File: src/brio_pkg.sv
// Constants and types shared by the boot ROM and I/O cycle timing block
package brio_pkg;

	// Clock and flash timing
	localparam int CLK_PERIOD_NS     = 20;
	localparam int FLASH_ACCESS_NS   = 85;
	localparam int FLASH_ACCESS_CLKS = (FLASH_ACCESS_NS + CLK_PERIOD_NS - 1) / CLK_PERIOD_NS;

	// Register offsets in system memory space
	localparam logic [7:0] IOTIM_OFFSET     = 8'hE8;
	localparam logic [7:0] SECOND_MODULE_SLOT_CTL_OFFSET = 8'h18;

	// I/O cycle timing control fields
	localparam int RD_LSB   = 0;
	localparam int RD_MSB   = 3;
	localparam int EN_BIT   = 4;
	localparam int WR_LSB   = 5;
	localparam int WR_MSB   = 8;
	localparam int ERR_BIT  = 9;
	localparam int MAXW_LSB = 10;
	localparam int MAXW_MSB = 25;
	localparam logic [3:0]  RD_RESET   = 4'h0;
	localparam logic [3:0]  WR_RESET   = 4'h0;
	localparam logic        EN_RESET   = 1'b0;
	localparam logic [15:0] MAXW_RESET = 16'h000F;

	// Second module slot control in fault recovery
	localparam logic [31:0] SECOND_MODULE_SLOT_FR_VALUE   = 32'h1F00_100E;
	localparam logic [31:0] SECOND_MODULE_SLOT_CTL_RESET  = 32'h0000_0000;
	localparam logic [1:0]  SECOND_MODULE_SLOT_TYPE_FLASH = 2'h2;
	localparam logic        SECOND_MODULE_SLOT_DOUBLE     = 1'b1;
	localparam logic        SECOND_MODULE_SLOT_ENABLE     = 1'b1;
	localparam logic        SECOND_MODULE_SLOT_MUX4       = 1'b1;
	localparam logic [1:0]  SECOND_MODULE_SLOT_MUX_LOW    = 2'h0;
	localparam logic        SECOND_MODULE_SLOT_EDO_ID     = 1'b0;
	localparam logic        SECOND_MODULE_SLOT_INTERLEAVE = 1'b0;
	localparam logic [7:0]  SECOND_MODULE_SLOT_MASK       = 8'h00;
	localparam logic [7:0]  SECOND_MODULE_SLOT_BASE       = 8'h78;

	// Boot ROM address map
	localparam logic [5:0]  BOOT_WIN_TAG   = 6'h07;
	localparam logic [31:0] SMALL_ROM_BASE = 32'h1FC0_0000;
	localparam logic [32:0] ROM_TOP        = 33'h0_2000_0000;
	localparam logic [31:0] FR_SHIFT       = 32'h0100_0000;
	localparam logic [31:0] FR_LARGE_BASE  = 32'h1C00_0000;
	localparam logic [31:0] ROM_MIN_SIZE   = 32'h0008_0000;
	localparam logic [2:0]  SIZE_4MB       = 3'h3;
	localparam logic [2:0]  SIZE_16MB      = 3'h5;
	localparam int          BLOCK_SHIFT    = 16;
	localparam logic [3:0]  PROT_NONE      = 4'hF;

	// Reset strap positions on the multiplexed address/data bus
	localparam int STRAP_SIZE_LSB = 0;
	localparam int STRAP_SIZE_MSB = 2;
	localparam int STRAP_PROT_LSB = 3;
	localparam int STRAP_PROT_MSB = 6;
	localparam int STRAP_FR_BIT   = 8;
	localparam logic [1:0] STRAP_SETTLE = 2'h2;

	typedef enum logic [1:0] {
		ST_IDLE = 2'b00,
		ST_MIN  = 2'b01,
		ST_WAIT = 2'b10,
		ST_DONE = 2'b11
	} brio_cyc_e;

endpackage

File: src/brio_ctl.sv
// Boot ROM fault-recovery remap and programmable I/O cycle timing
//
// Overview of operation
// - Slot two control reads fixed recovery value
// - Reset write protection survives the remap
// - Boot block blocked at alternate location
// - Slot two is double-sided 85 ns flash
// - Slot two uses mux mode four
// - Mask zero, EDO normal, no interleave
// - Slot two base field places module
// - Protected writes end without writing
// - Timing, ready and timeout need enable
// - Read length 1 to 16 clocks
// - Write length 1 to 16 clocks
// - Read-only flag on ready timeout
// - Timeout field sets maximum ready wait
// - Timeout ends cycle with zero data
// - Timeout field resets to fifteen clocks
// - Top six bits read zero
// - Recovery strap maps boot range to slot
`timescale 1ns/1ps
module brio_ctl (
	input  wire logic        MCLK,
	input  wire logic        RESET_N,
	// Reset straps on the multiplexed address/data bus
	input  wire logic [8:0]  MUXED_ADDR_DATA_BUS,
	// Register access in system memory space
	input  wire logic        REG_WR,
	input  wire logic        REG_RD,
	input  wire logic [7:0]  REG_ADDR,
	input  wire logic [31:0] REG_WDATA,
	output logic      [31:0] REG_RDATA,
	// Boot ROM range cycle request
	input  wire logic        CYC_REQ,
	input  wire logic        CYC_WRITE,
	input  wire logic [31:0] CYC_ADDR,
	input  wire logic [31:0] CYC_WDATA,
	output logic             CYC_BUSY,
	output logic             CYC_DONE,
	output logic             CYC_ERR,
	output logic      [31:0] CYC_RDATA,
	// Memory bus pins
	input  wire logic        IOCHRDY,
	output logic             ROM_CS_N,
	output logic             SECOND_MODULE_SLOT_CS_N,
	output logic             MEM_OE_N,
	output logic             MEM_WE_N,
	output logic      [31:0] MEM_ADDR,
	input  wire logic [31:0] MEM_DQ_IN,
	output logic      [31:0] MEM_DQ_OUT,
	output logic             MEM_DQ_OE,
	// Second module slot configuration
	output logic             FAULT_RECOVERY,
	output logic      [1:0]  SECOND_MODULE_SLOT_TYPE,
	output logic             SECOND_MODULE_SLOT_DOUBLE_SIDED,
	output logic             SECOND_MODULE_SLOT_EN,
	output logic             SECOND_MODULE_SLOT_MUX_MODE4,
	output logic      [1:0]  SECOND_MODULE_SLOT_MUX_MODE,
	output logic             SECOND_MODULE_SLOT_EDO_ID_MODE,
	output logic             SECOND_MODULE_SLOT_BANK_INTERLEAVE,
	output logic      [7:0]  SECOND_MODULE_SLOT_ADDR_MASK,
	output logic      [7:0]  SECOND_MODULE_SLOT_BASE_ADDR,
	output logic      [3:0]  SECOND_MODULE_SLOT_ACCESS_CLKS
);
	typedef struct packed {
		logic [1:0]          settle;
		logic                cfg_done;
		logic                fault_rec;
		logic [2:0]          rom_size;
		logic [3:0]          prot;
		logic [3:0]          rd_time;
		logic [3:0]          wr_time;
		logic                tim_en;
		logic [15:0]         ready_max_wait_count;
		logic                io_device_timeout_flag;
		logic [31:0]         second_module_slot_ctl;
		logic [31:0]         rdata;
		brio_pkg::brio_cyc_e cyc;
		logic [3:0]          min_cnt;
		logic [15:0]         wait_cnt;
		logic                is_write;
		logic                rom_cs;
		logic                second_module_slot_cs;
		logic                oe;
		logic                we;
		logic [31:0]         addr;
		logic [31:0]         wdata;
		logic [31:0]         cyc_rdata;
		logic                done;
		logic                err;
	} brio_ctl_s;

	brio_ctl_s   st;
	brio_ctl_s   next_st;
	logic [8:0]  strap_s;
	logic        ready_s;
	logic [31:0] dq_s;
	logic        in_window;
	logic        in_rom;
	logic        to_second_module_slot;
	logic        protect;
	logic [31:0] iotim;

	brio_sync #(.W(9)) u_strap_sync (
		.clk   (MCLK),
		.rst_n (RESET_N),
		.d     (MUXED_ADDR_DATA_BUS),
		.q     (strap_s)
	);

	brio_sync #(.W(33)) u_bus_sync (
		.clk   (MCLK),
		.rst_n (RESET_N),
		.d     ({IOCHRDY, MEM_DQ_IN}),
		.q     ({ready_s, dq_s})
	);

	brio_rom_decode u_decode (
		.addr      (CYC_ADDR),
		.rom_size  (st.rom_size),
		.prot      (st.prot),
		.fault_rec (st.fault_rec),
		.in_window (in_window),
		.in_rom    (in_rom),
		.to_second_module_slot  (to_second_module_slot),
		.protect   (protect)
	);

	// Register image, upper bits hardwired to zero
	always_comb begin
		iotim                                     = '0;
		iotim[brio_pkg::RD_MSB:brio_pkg::RD_LSB]     = st.rd_time;
		iotim[brio_pkg::EN_BIT]                      = st.tim_en;
		iotim[brio_pkg::WR_MSB:brio_pkg::WR_LSB]     = st.wr_time;
		iotim[brio_pkg::ERR_BIT]                     = st.io_device_timeout_flag;
		iotim[brio_pkg::MAXW_MSB:brio_pkg::MAXW_LSB] = st.ready_max_wait_count;
	end

	always_comb begin
		next_st      = st;
		next_st.done = 1'b0;
		next_st.err  = 1'b0;

		// Catch the straps once the synchroniser has settled after reset
		if (!st.cfg_done) begin
			if (st.settle == brio_pkg::STRAP_SETTLE) begin
				next_st.cfg_done  = 1'b1;
				next_st.fault_rec = strap_s[brio_pkg::STRAP_FR_BIT];
				next_st.rom_size  = strap_s[brio_pkg::STRAP_SIZE_MSB:brio_pkg::STRAP_SIZE_LSB];
				next_st.prot      = strap_s[brio_pkg::STRAP_PROT_MSB:brio_pkg::STRAP_PROT_LSB];
			end else begin
				next_st.settle = st.settle + 2'h1;
			end
		end

		// Register writes; the timeout flag is not writable
		if (REG_WR) begin
			if (REG_ADDR == brio_pkg::IOTIM_OFFSET) begin
				next_st.rd_time              = REG_WDATA[brio_pkg::RD_MSB:brio_pkg::RD_LSB];
				next_st.tim_en               = REG_WDATA[brio_pkg::EN_BIT];
				next_st.wr_time              = REG_WDATA[brio_pkg::WR_MSB:brio_pkg::WR_LSB];
				next_st.ready_max_wait_count = REG_WDATA[brio_pkg::MAXW_MSB:brio_pkg::MAXW_LSB];
			end else if (REG_ADDR == brio_pkg::SECOND_MODULE_SLOT_CTL_OFFSET) begin
				next_st.second_module_slot_ctl = REG_WDATA;
			end
		end

		// Register reads
		if (REG_RD) begin
			if (REG_ADDR == brio_pkg::IOTIM_OFFSET) begin
				next_st.rdata = iotim;
			end else if (REG_ADDR == brio_pkg::SECOND_MODULE_SLOT_CTL_OFFSET) begin
				next_st.rdata = st.fault_rec ? brio_pkg::SECOND_MODULE_SLOT_FR_VALUE : st.second_module_slot_ctl;
			end else begin
				next_st.rdata = '0;
			end
		end

		// Boot range cycle engine
		case (st.cyc)
			brio_pkg::ST_IDLE: begin
				if (CYC_REQ && st.cfg_done) begin
					next_st.is_write  = CYC_WRITE;
					next_st.addr      = CYC_ADDR;
					next_st.wdata     = CYC_WDATA;
					next_st.cyc_rdata = '0;
					next_st.io_device_timeout_flag = 1'b0;
					if (!in_window || (!to_second_module_slot && !in_rom)) begin
						next_st.err = 1'b1;
						next_st.cyc = brio_pkg::ST_DONE;
					end else if (CYC_WRITE && protect) begin
						next_st.cyc = brio_pkg::ST_DONE;
					end else begin
						next_st.rom_cs   = !to_second_module_slot;
						next_st.second_module_slot_cs = to_second_module_slot;
						next_st.oe       = !CYC_WRITE;
						next_st.we       = CYC_WRITE;
						next_st.min_cnt  = CYC_WRITE ? st.wr_time : st.rd_time;
						next_st.wait_cnt = st.ready_max_wait_count;
						if (st.tim_en) begin
							next_st.cyc = brio_pkg::ST_MIN;
						end else begin
							next_st.cyc = brio_pkg::ST_DONE;
						end
					end
				end
			end
			brio_pkg::ST_MIN: begin
				if (st.min_cnt != 4'h0) begin
					next_st.min_cnt = st.min_cnt - 4'h1;
				end else if (ready_s) begin
					next_st.cyc = brio_pkg::ST_DONE;
				end else begin
					next_st.cyc = brio_pkg::ST_WAIT;
				end
			end
			brio_pkg::ST_WAIT: begin
				if (ready_s) begin
					next_st.cyc = brio_pkg::ST_DONE;
				end else if (st.wait_cnt == 16'h0000) begin
					next_st.io_device_timeout_flag = 1'b1;
					next_st.err                    = 1'b1;
					next_st.cyc                    = brio_pkg::ST_DONE;
				end else begin
					next_st.wait_cnt = st.wait_cnt - 16'h0001;
				end
			end
			brio_pkg::ST_DONE: begin
				// Timeout leaves the read data at zero
				if (st.oe && !st.io_device_timeout_flag) begin
					next_st.cyc_rdata = dq_s;
				end else begin
					next_st.cyc_rdata = '0;
				end
				next_st.rom_cs   = 1'b0;
				next_st.second_module_slot_cs = 1'b0;
				next_st.oe       = 1'b0;
				next_st.we       = 1'b0;
				next_st.done     = 1'b1;
				next_st.err      = st.err;
				next_st.cyc      = brio_pkg::ST_IDLE;
			end
			default: begin
				next_st.cyc = brio_pkg::ST_IDLE;
			end
		endcase
	end

	always_ff @(posedge MCLK or negedge RESET_N) begin
		if (!RESET_N) begin
			st                        <= '0;
			st.rd_time                <= brio_pkg::RD_RESET;
			st.wr_time                <= brio_pkg::WR_RESET;
			st.tim_en                 <= brio_pkg::EN_RESET;
			st.ready_max_wait_count   <= brio_pkg::MAXW_RESET;
			st.second_module_slot_ctl              <= brio_pkg::SECOND_MODULE_SLOT_CTL_RESET;
			st.cyc                    <= brio_pkg::ST_IDLE;
		end else begin
			st <= next_st;
		end
	end

	assign REG_RDATA  = st.rdata;
	assign CYC_BUSY   = (st.cyc != brio_pkg::ST_IDLE) || !st.cfg_done;
	assign CYC_DONE   = st.done;
	assign CYC_ERR    = st.done && st.err;
	assign CYC_RDATA  = st.cyc_rdata;
	assign ROM_CS_N   = !st.rom_cs;
	assign SECOND_MODULE_SLOT_CS_N = !st.second_module_slot_cs;
	assign MEM_OE_N   = !st.oe;
	assign MEM_WE_N   = !st.we;
	assign MEM_ADDR   = st.addr;
	assign MEM_DQ_OUT = st.wdata;
	assign MEM_DQ_OE  = st.we;

	// Fixed slot two setup while recovering
	assign FAULT_RECOVERY        = st.fault_rec;
	assign SECOND_MODULE_SLOT_TYPE            = st.fault_rec ? brio_pkg::SECOND_MODULE_SLOT_TYPE_FLASH : 2'h0;
	assign SECOND_MODULE_SLOT_DOUBLE_SIDED    = st.fault_rec & brio_pkg::SECOND_MODULE_SLOT_DOUBLE;
	assign SECOND_MODULE_SLOT_EN              = st.fault_rec & brio_pkg::SECOND_MODULE_SLOT_ENABLE;
	assign SECOND_MODULE_SLOT_MUX_MODE4       = st.fault_rec & brio_pkg::SECOND_MODULE_SLOT_MUX4;
	assign SECOND_MODULE_SLOT_MUX_MODE        = brio_pkg::SECOND_MODULE_SLOT_MUX_LOW;
	assign SECOND_MODULE_SLOT_EDO_ID_MODE     = brio_pkg::SECOND_MODULE_SLOT_EDO_ID;
	assign SECOND_MODULE_SLOT_BANK_INTERLEAVE = brio_pkg::SECOND_MODULE_SLOT_INTERLEAVE;
	assign SECOND_MODULE_SLOT_ADDR_MASK       = brio_pkg::SECOND_MODULE_SLOT_MASK;
	assign SECOND_MODULE_SLOT_BASE_ADDR       = st.fault_rec ? brio_pkg::SECOND_MODULE_SLOT_BASE : 8'h00;
	assign SECOND_MODULE_SLOT_ACCESS_CLKS     = st.fault_rec ? 4'(brio_pkg::FLASH_ACCESS_CLKS) : 4'h0;
endmodule

File: src/brio_sync.sv
// Two-stage synchroniser for pin inputs
`timescale 1ns/1ps
module brio_sync #(
	parameter int W = 1
) (
	input  wire logic         clk,
	input  wire logic         rst_n,
	input  wire logic [W-1:0] d,
	output logic      [W-1:0] q
);
	typedef struct packed {
		logic [W-1:0] s1;
		logic [W-1:0] s2;
	} brio_sync_s;

	brio_sync_s st;
	brio_sync_s next_st;

	always_comb begin
		next_st    = st;
		next_st.s1 = d;
		next_st.s2 = st.s1;
	end

	always_ff @(posedge clk or negedge rst_n) begin
		if (!rst_n) begin
			st <= '0;
		end else begin
			st <= next_st;
		end
	end

	assign q = st.s2;
endmodule

File: src/brio_rom_decode.sv
// Boot ROM window, remap and hardware write protection decode
`timescale 1ns/1ps
module brio_rom_decode (
	input  wire logic [31:0] addr,
	input  wire logic [2:0]  rom_size,
	input  wire logic [3:0]  prot,
	input  wire logic        fault_rec,
	output logic             in_window,
	output logic             in_rom,
	output logic             to_second_module_slot,
	output logic             protect
);
	logic [31:0] size_bytes;
	logic [31:0] base;
	logic [31:0] offs;
	logic [20:0] prot_bytes;

	always_comb begin
		size_bytes = brio_pkg::ROM_MIN_SIZE << rom_size;
		if (rom_size <= brio_pkg::SIZE_4MB) begin
			base = brio_pkg::SMALL_ROM_BASE;
		end else begin
			base = 32'(brio_pkg::ROM_TOP - {1'b0, size_bytes});
		end
		// Alternate location of the ROM image when remapped
		if (fault_rec) begin
			if (rom_size <= brio_pkg::SIZE_16MB) begin
				base = base - brio_pkg::FR_SHIFT;
			end else begin
				base = brio_pkg::FR_LARGE_BASE;
			end
		end
		offs       = addr - base;
		in_window  = (addr[31:26] == brio_pkg::BOOT_WIN_TAG);
		in_rom     = in_window && (addr >= base) && (offs < size_bytes);
		to_second_module_slot   = in_window && fault_rec;
		prot_bytes = 21'({1'b0, prot} + 5'h01) << brio_pkg::BLOCK_SHIFT;
		// Hardware protection follows the image to its alternate location
		protect    = in_rom && (prot != brio_pkg::PROT_NONE) && (offs < {11'h000, prot_bytes});
	end
endmodule

File: config.mk
export PLATFORM = sky130hd
export DESIGN_NAME = brio_ctl
export DESIGN_NICKNAME = d
export VERILOG_FILES = /design/src/brio_pkg.sv /design/src/brio_ctl.sv /design/src/brio_sync.sv /design/src/brio_rom_decode.sv
export SDC_FILE = /design/constraint.sdc
export NUM_CORES = 1
export LEC_CHECK = 0
export BUFFER_PORTS_ARGS = -buffer_cell sky130_fd_sc_hd__buf_2
export CORE_ASPECT_RATIO = 0.6
export CORE_MARGIN = 8
export CORE_UTILIZATION = 35
export DETAILED_ROUTE_END_ITERATION = 7
export PLACE_DENSITY = 0.62
export REMOVE_ABC_BUFFERS = 1
export SLEW_MARGIN = 20
export SYNTH_ARGS = -nofsm -noshare
export SYNTH_HDL_FRONTEND = slang
export SYNTH_HIERARCHICAL = 1
export SYNTH_SLANG_ARGS = --single-unit
File: constraint.sdc
create_clock -name MCLK -period 10.75 [get_ports MCLK]
set_input_delay 0 -clock MCLK [delete_from_list [all_inputs] [get_ports MCLK]]
set_output_delay 0 -clock MCLK [all_outputs]
set_load 0.05 [all_outputs]
Yosys cells after proc, flatten, opt, wreduce, memory -nomap -nowiden
Cells that the tools add are included.

Bits in registers: 310. Input bits: 152. Output and inout port bits: 166. Word-level logic and storage cells: 145.

$add $sub $neg: 7. Magnitude comparators: 5. Equality and inequality tests: 17. Shift-type cells: 1. Muxes and demuxes: 43. Bitwise operators: 3. Reductions and logical operators: 40.

Operators with widths (number): $mux 32 (7); $mux 123 (1); $pmux 32 s2 (1); $mux 20 (2); $ge 32x32->1 (1); $lt 32x21->1 (1); $lt 32x32->1 (1); $mux 16 (2); $pmux 16 s2 (1); $shl 20x3->32 const A (1); $sub 30x32->32 const A (1); $sub 32x25->32 const B (1); $sub 32x32->32 (1); $mux 9 (2); $logic_not 16->1 (1); $mux 4 (4); $ne 2x2->1 const B (8); $pmux 4 s2 (2); $sub 16x1->16 const B (1); $mux 2 (7); $logic_and 1x1->1 (10); $logic_not 1->1 (10); $reduce_and 2->1 (5); $mux 1 (9); other kinds (26) (36).

Longest topological paths before layout
Gate-level depths: netlist of the first run.

Word-level depth: 16. Mapped depth: 21. Depth with buffers taken out: 18.

Cells and area by module
The synthesis of the first run kept the hierarchy.

Modules (own cells, without submodules): brio_ctl (instances 1, cells each 972, area each 10946.7 um2, seq. area each 5635.4 um2); brio_sync at u_bus_sync (instances 1, cells each 66, area each 1651.6 um2, seq. area each 1651.6 um2); brio_rom_decode (instances 1, cells each 145, area each 1127.3 um2, seq. area each 0.0 um2); brio_sync at u_strap_sync (instances 1, cells each 18, area each 450.4 um2, seq. area each 450.4 um2).

Worst setup path after synthesis of the first run
Ideal clock, no wire load.

Kind: reg2reg. Start: register st, in the netlist FAULT_RECOVERY. End: register st[112] in the netlist's numbering. Library setup time: 121 ps. Arrival time: 4564 ps. Data required time: 10629 ps. Slack: 6065 ps. Stages on the path, launching flop included: 20. Path buffers: 2. Period minus slack after synthesis: 4685 ps. Cells stage by stage: dfrtp_1 nand2b_1 ha_1 a2111oi_4 o211ai_2 a31oi_1 xnor2_1 ha_1 a211oi_1 o2111ai_1 a2111oi_4 o221ai_2 nor4b_2 nand2_1 nand3_1 buf_2 a22o_1 clkbuf_1 a21oi_1 o22a_1.

Cells in the longest elaborated chain, start to end: 9. Elaborated cells on any way between the ends: 18. Classes of those cells: add/sub (1); order compare (3); eq/ne (2); mux (1); reduce/logical (11).

Ends and longest elaborated chain: from (decl) (line brio_ctl.sv:93) `brio_ctl_s st;`; from (signal assigned) (line brio_ctl.sv:259) `st <= next_st;`; $mux 32 * (line brio_rom_decode.sv:26) `if (fault_rec) begin`; $sub 32x32->32 or $ge 32x32->1 (tied branches) (line brio_rom_decode.sv:33, brio_rom_decode.sv:35); $lt 32x32->1 or $logic_and 1x1->1 (tied branches) (line brio_rom_decode.sv:35) `in_rom = in_window && (addr >= base) && (offs < size_bytes);`; $logic_and 1x1->1 (line brio_rom_decode.sv:35); $logic_and 1x1->1 (line brio_rom_decode.sv:39) `protect = in_rom && (prot != brio_pkg::PROT_NONE) && (offs < {11'h000, prot_bytes});`; $logic_and 1x1->1 * (line brio_rom_decode.sv:39); via protect (line brio_ctl.sv:101) `logic protect;`; $logic_and 1x1->1 * (line brio_ctl.sv:191) `end else if (CYC_WRITE && protect) begin`; $ne 2x2->1 (no line) *; $reduce_and 6->1 (no line) *.

Mark *: on every way through the listed nets, which the timed path passes. The rest lies on a longest branch. A chain may end at the register's enable or synchronous reset.

Worst setup path in the final report of the first run
Start: register st, in the netlist FAULT_RECOVERY. End: register st[103] in the netlist's numbering.

The elaborated chain is that of the path after synthesis.

==> impl_metrics.tcl, run 1 <==
set metrics [dict create \
    post-route-period-util 0.543 \
    ant_nets 0 \
    dp_hpwl_um 24100 \
    syn_inst 1199 \
    p_total_uw 4000 \
    antenna_found_initial 2 \
    power.switching_uw 1580 \
    max_freq_mhz 171 \
    grt_pass1_wl_um 56200 \
    holdCritPathClass "in -> async" \
    setup_ws_ps 4920 \
    ir_drop_uv 170 \
    port_buffers 297 \
    tns_ps 0 \
    switching_share 0.394 \
    netlist_area_mm2 0.0141 \
    clkPwrFrac 0.272 \
    yosys_warnings 6 \
    status "finished clean" \
    wire_per_inst_um 17.4 \
    post_cts_buffers 0 \
    crit_arrival_ps 6280 \
    worstSetupStartpointType "register" \
    drt_pre_antenna_iters 5 \
    final_hold_viol_count 0 \
    grt_pass1_vias 9951 \
    vias_per_cell 4.71 \
    period_minus_slack_ps 5830 \
    place_ws_ps 4900 \
    internal_power_uw 2420 \
    route.vias.total 9660 \
    clock-root-buffer "clkbuf_16" \
    cts_tree "built" \
    p_seq_frac 0.364 \
    setup.worst_path.class "reg -> reg" \
    finalSetupViolCount 0 \
    numCtsBuffers 29 \
    dieArea_mm2 0.0473 \
    detail_route.iter0.violations 554 \
    maxSlewViolCount 0 \
    area_growth_pct 24.0 \
    num_rows 57 \
    cts.path.max_buffers 3 \
    combPwrFrac 0.364 \
    gp_congestion 0.860 \
    critical_path.max_fanout 25 \
    setup.worst_path.end_class "register" \
    wirelength_um 35800 \
    clock_sinks 307 \
    worst_pin_slew_ps 1050 \
    fillers 3757 \
    post_cts_resized 0 \
    num-nets-final 1683 \
    dieWidth_um 275 \
    cap_viol_max_count 0 \
    drc 0 \
    avgSynthCellArea_um2 11.8 \
    grt_setup_unrepaired "false" \
    crit_required_ps 11200 \
    initial_utilization 0.352 \
    h-tree-depth 1 \
    fin_skew_ps 17.8 \
    slew_headroom 0.297 \
    post_dp_cell_area_mm2 0.0150 \
    powerDensity_mw_per_mm2 228 \
    holdBufCountCts 147 \
    fin_area_mm2 0.0175 \
    core-area_mm2 0.0402 \
    insertion_delay_ps 570 \
    io_pins 318 \
    dieHeight_um 172 \
    leakage_uw 0.00824 \
    clk_pin_slew_ps 70 \
    drive_gt1_frac 0.342 \
    track_usage 0.148 \
    grt_max_degree 93 \
    grt.overflow.total 0 \
]
==> power groups by stage <==
stage / Clock (uW) / Sequential (uW) / Combinational [uW]
6_report: 1090 / 1450 / 1460
5_1_grt: 1170 / 1480 / 1550
4_1_cts: 1130 / 1450 / 1460
3_5_place_dp: 0 / 1470 / 1410
3_3_place_gp: 0 / 1460 / 1390
2_1_floorplan: 0 / 1910 / 574
==> flip-flops by register name, summed over array words and instances, names as in the netlist <==
name and flops:
u_bus_sync/q 33, u_strap_sync/next_st 8, u_strap_sync/q 8, MEM_DQ_OUT 32, MEM_ADDR 32, CYC_DONE 1, REG_RDATA 32, st 68
MEM_DQ_OE 1, FAULT_RECOVERY 1, CYC_RDATA 32, iotim 26, u_bus_sync/next_st 33
==> stage by stage <==
step,hold WS [ps],std cells,util
after global placement,69.0,1848,0.374
after global routing,47.6,2051,0.436
after detailed placement,69.2,1848,0.374
after floorplan,-296,1013,-
after CTS,28.7,2049,0.436
final,28.9,2051,0.436
==> worst max-delay path: stages (launching register included) <==
cell	delay (ps)
dfrtp_1	840
nand2b_1	210
ha_1	320
a2111oi_4	340
o211ai_2	200
a31oi_1	230
xnor2_1	200
ha_1	310
a211oi_1	290
o2111ai_1	210
a2111oi_4	370
o221ai_2	170
nor4b_2	350
nand2_1	110
nand3_1	370
a22o_1	710
nor4_1	110
or3_1	370
==> cells in the final DEF, fill, tap and decap left out, types with 4 or more instances in the layout <==
cell / n
a211oi_1: 4
a21o_1: 4
a21oi_1: 26
a22o_1: 8
a31oi_1: 14
a32oi_1: 25
and2_1: 4
and3_1: 4
buf_2: 296
buf_4: 7
clkbuf_16: 29
clkbuf_8: 9
clkinv_2: 6
conb_1: 28
dfrtp_1: 303
dfstp_2: 4
dlygate4sd3_1: 147
ha_1: 35
inv_1: 42
mux2_2: 100
mux2_4: 30
mux2i_1: 8
nand2_1: 96
nand2b_1: 7
nand3_1: 14
nor2_1: 41
nor3_1: 12
nor4_1: 4
o211ai_1: 7
o21a_1: 9
o21ai_0: 88
o22ai_1: 4
o31a_1: 5
o31ai_1: 4
or2_2: 4
or3_1: 7
xnor2_1: 7
==> routing by layer <==
layer,track usage,share of wire,vias to the layer above
li1,-,-,4599
met2,0.241,0.47,248
met1,0.197,0.44,4756
met5,0,0.00036,-
met4,0.0370,0.025,2
met3,0.0364,0.060,55
==> cell type report <==
type,instances,area (um^2),share of cell area
Antenna cell,1,2.50,0.000143
Inverter,44,165,0.00943
Timing Repair Buffer,452,3050,0.174
Clock inverter,13,154,0.00878
Clock buffer,41,861,0.0491
Sequential cell,307,7690,0.439
Multi-Input combinational cell,662,4940,0.282
Tap cell,531,664,0.0379
==> final timing paths <==
path	startpoint	endpoint	slack, ps	cells after the start
setup reg to reg	FAULT_RECOVERY$_DFFE_PN0P_	st[103]$_DFFE_PN0P_	4920	17
hold / removal	RESET_N	st[160]$_DFFE_PN0P_	30	2
hold reg to reg	u_bus_sync/next_st[30]$_DFF_PN0_	u_bus_sync/q[30]$_DFF_PN0_	350	0
setup / recovery	FAULT_RECOVERY$_DFFE_PN0P_	st[103]$_DFFE_PN0P_	4920	17
max in group asynchronous	RESET_N	CYC_RDATA[14]$_DFFE_PN0P_	8520	4
min in group MCLK	MEM_DQ_IN[6]	u_bus_sync/next_st[6]$_DFF_PN0_	70	2
Note: power is estimated with default switching activity, not from simulation.
==> inputs of run 2 (changes only) <==
==> constraint.sdc (replaced) <==
create_clock -name MCLK -period 6 [get_ports MCLK]
set_input_delay 0 -clock MCLK [delete_from_list [all_inputs] [get_ports MCLK]]
set_output_delay 0 -clock MCLK [all_outputs]
set_load 0.05 [all_outputs]
==> run 2 against run 1 <==
Critical path depth up 1. Final area grew 0.28%. Register-to-register slack got worse by 4300 ps. Highest routed layer unchanged. Count of clock-buffer cells in the layout down 7. Die area is the same.
==> impl_metrics.tcl, run 2 (synthesis gave the netlist of run 1 again) <==
set metrics [dict create \
    worst_pin_slew_ps 1090 \
    final_hold_viol_count 0 \
    rrSetupSlack_ps 610 \
    clk_pin_slew_ps 70 \
    setup.worst_path.class "reg -> reg" \
    ant_nets 0 \
    fin_skew_ps 8.42 \
    max_freq_mhz 186 \
    worstSetupStartpointType "register" \
    area_growth_pct 24.4 \
    cts_tree "built" \
    worstSetupStartpoint "st[221]$_DFFE_PN0P_" \
    grt_setup_unrepaired "false" \
    dp.cells 1848 \
    port_buffers 297 \
    h-tree-depth 1 \
    finalSetupViolCount 0 \
    regMostFlops "st" \
    grt.overflow.total 0 \
    clock_sinks 307 \
    holdBufCountCts 146 \
    num-nets-final 1682 \
    slew_headroom 0.271 \
    holdCritPathClass "in -> async" \
    gp_congestion 0.883 \
    numCtsBuffers 30 \
    track_usage 0.147 \
    cts.path.max_buffers 3 \
    io_pins 318 \
    setup.worst_path.end_class "register" \
    cp_top_family "compound AO/OA/AOI/OAI gates" \
    cp_slowest_cell "a22o_1" \
    fin_util 0.438 \
    reg2reg_from "st[221]$_DFFE_PN0P_" \
    final_common_cell "dfrtp_1" \
    crit_required_ps 6450 \
    period_minus_slack_ps 5390 \
    cap_viol_max_count 0 \
    crit_buf_inv 0 \
    post_cts_resized 0 \
    reg2reg_to "st[103]$_DFFE_PN0P_" \
    wire_per_inst_um 17.3 \
    crit_arrival_ps 5830 \
    cp-endpoint "st[103]$_DFFE_PN0P_" \
    grt_pass1_vias 10014 \
    maxSlewViolCount 0 \
    core-area_mm2 0.0402 \
    cpPeakStageDelay_ps 710 \
    route.vias.total 9662 \
    grt_max_degree 165 \
    hold_slack_ps 36.8 \
    num_rows 57 \
    dieArea_mm2 0.0473 \
    leakage_uw 0.00827 \
    insertion_delay_ps 570 \
    wirelength_um 35600 \
    drive_gt1_frac 0.344 \
    critical_path.max_fanout 21 \
    detail_route.iter0.violations 596 \
    p_total_uw 7240 \
    ir_drop_uv 343 \
    vias_per_cell 4.71 \
    status "finished clean" \
    dieWidth_um 275 \
    dp_hpwl_um 24200 \
    fillers 3744 \
    crit_chain "nand2_1 -> nand2b_1 -> ha_1 -> a2111oi_4 -> o211ai_2 -> a31oi_1 -> xnor2_1 -> ha_1 -> a211oi_1 -> o2111ai_1 -> a2111oi_4 -> o221ai_2 -> nor4b_2 -> nand2_1 -> nand3_1 -> a22o_1 -> nor4_1 -> or3_1" \
    initial_utilization 0.352 \
    drt_pre_antenna_iters 5 \
    largest_register_ffs 68 \
    post-route-period-util 0.898 \
    clock-root-buffer "clkbuf_16" \
    antenna_found_initial 3 \
    grt_pass1_wl_um 56000 \
    worstRegToRegCells 18 \
    layout.cells.non_filler 2053 \
    powerDensity_mw_per_mm2 412 \
    cp.depth 18 \
    post_cts_buffers 0 \
    drc 0 \
    dieHeight_um 172 \
    final_cell_mix "303 x dfrtp_1, 296 x buf_2, 145 x dlygate4sd3_1, 100 x mux2_2, 96 x nand2_1" \
]
## run 2: area by class of cell
type | instances | area [um^2] | share of cell area
Timing Repair Buffer | 450 | 3040 | 0.173
Multi-Input combinational cell | 662 | 4940 | 0.281
Antenna cell | 3 | 7.51 | 0.000427
Sequential cell | 307 | 7690 | 0.437
Clock inverter | 22 | 259 | 0.0147
Tap cell | 531 | 664 | 0.0378
Inverter | 44 | 165 | 0.00940
Clock buffer | 34 | 807 | 0.0459
## run 2: worst min-delay path by stage
| stage | end | slack, ps | cells after the start |
|---|---|---|---|
| floorplan | CYC_DONE$_DFF_PN0_ | -300 | 0 |
| global placement | iotim[7]$_DFFE_PN0P_ | -10 | 1 |
| detailed placement | st[164]$_DFFE_PN0P_ | -6 | 1 |
| CTS | iotim[9]$_DFFE_PN0P_ | 6 | 5 |
| global route | u_bus_sync/next_st[17]$_DFF_PN0_ | 40 | 2 |
| finish | st[164]$_DFFE_PN0P_ | 40 | 3 |
## run 2: metal layers
layer	routed length [um]	track usage
met4	897	0.0374
met3	2120	0.0379
met5	12	0
met1	15900	0.197
met2	16700	0.237
## run 2: stage by stage
step | instance area [um^2] | worst slack [ps] | setup TNS [ps]
floorplan | 12800 | -1990 | -42710
global placement | 15000 | 845 | 0
detailed placement | 15000 | 651 | 0
CTS | 17600 | 604 | 0
global route | 17600 | 201 | 0
finish | 17600 | 614 | 0
## run 2: power breakdown
group          switching (uW)  leakage (uW)  internal (uW)
Sequential                194       0.00388           2410
Combinational            1810       0.00386            801
Clock                     843      0.000529           1190
Total                    2840       0.00827           4400
## run 2: worst min-delay path: cells and delay by family
kind / cells / cell delay (ps)
buffers and inverters: 3 / 990
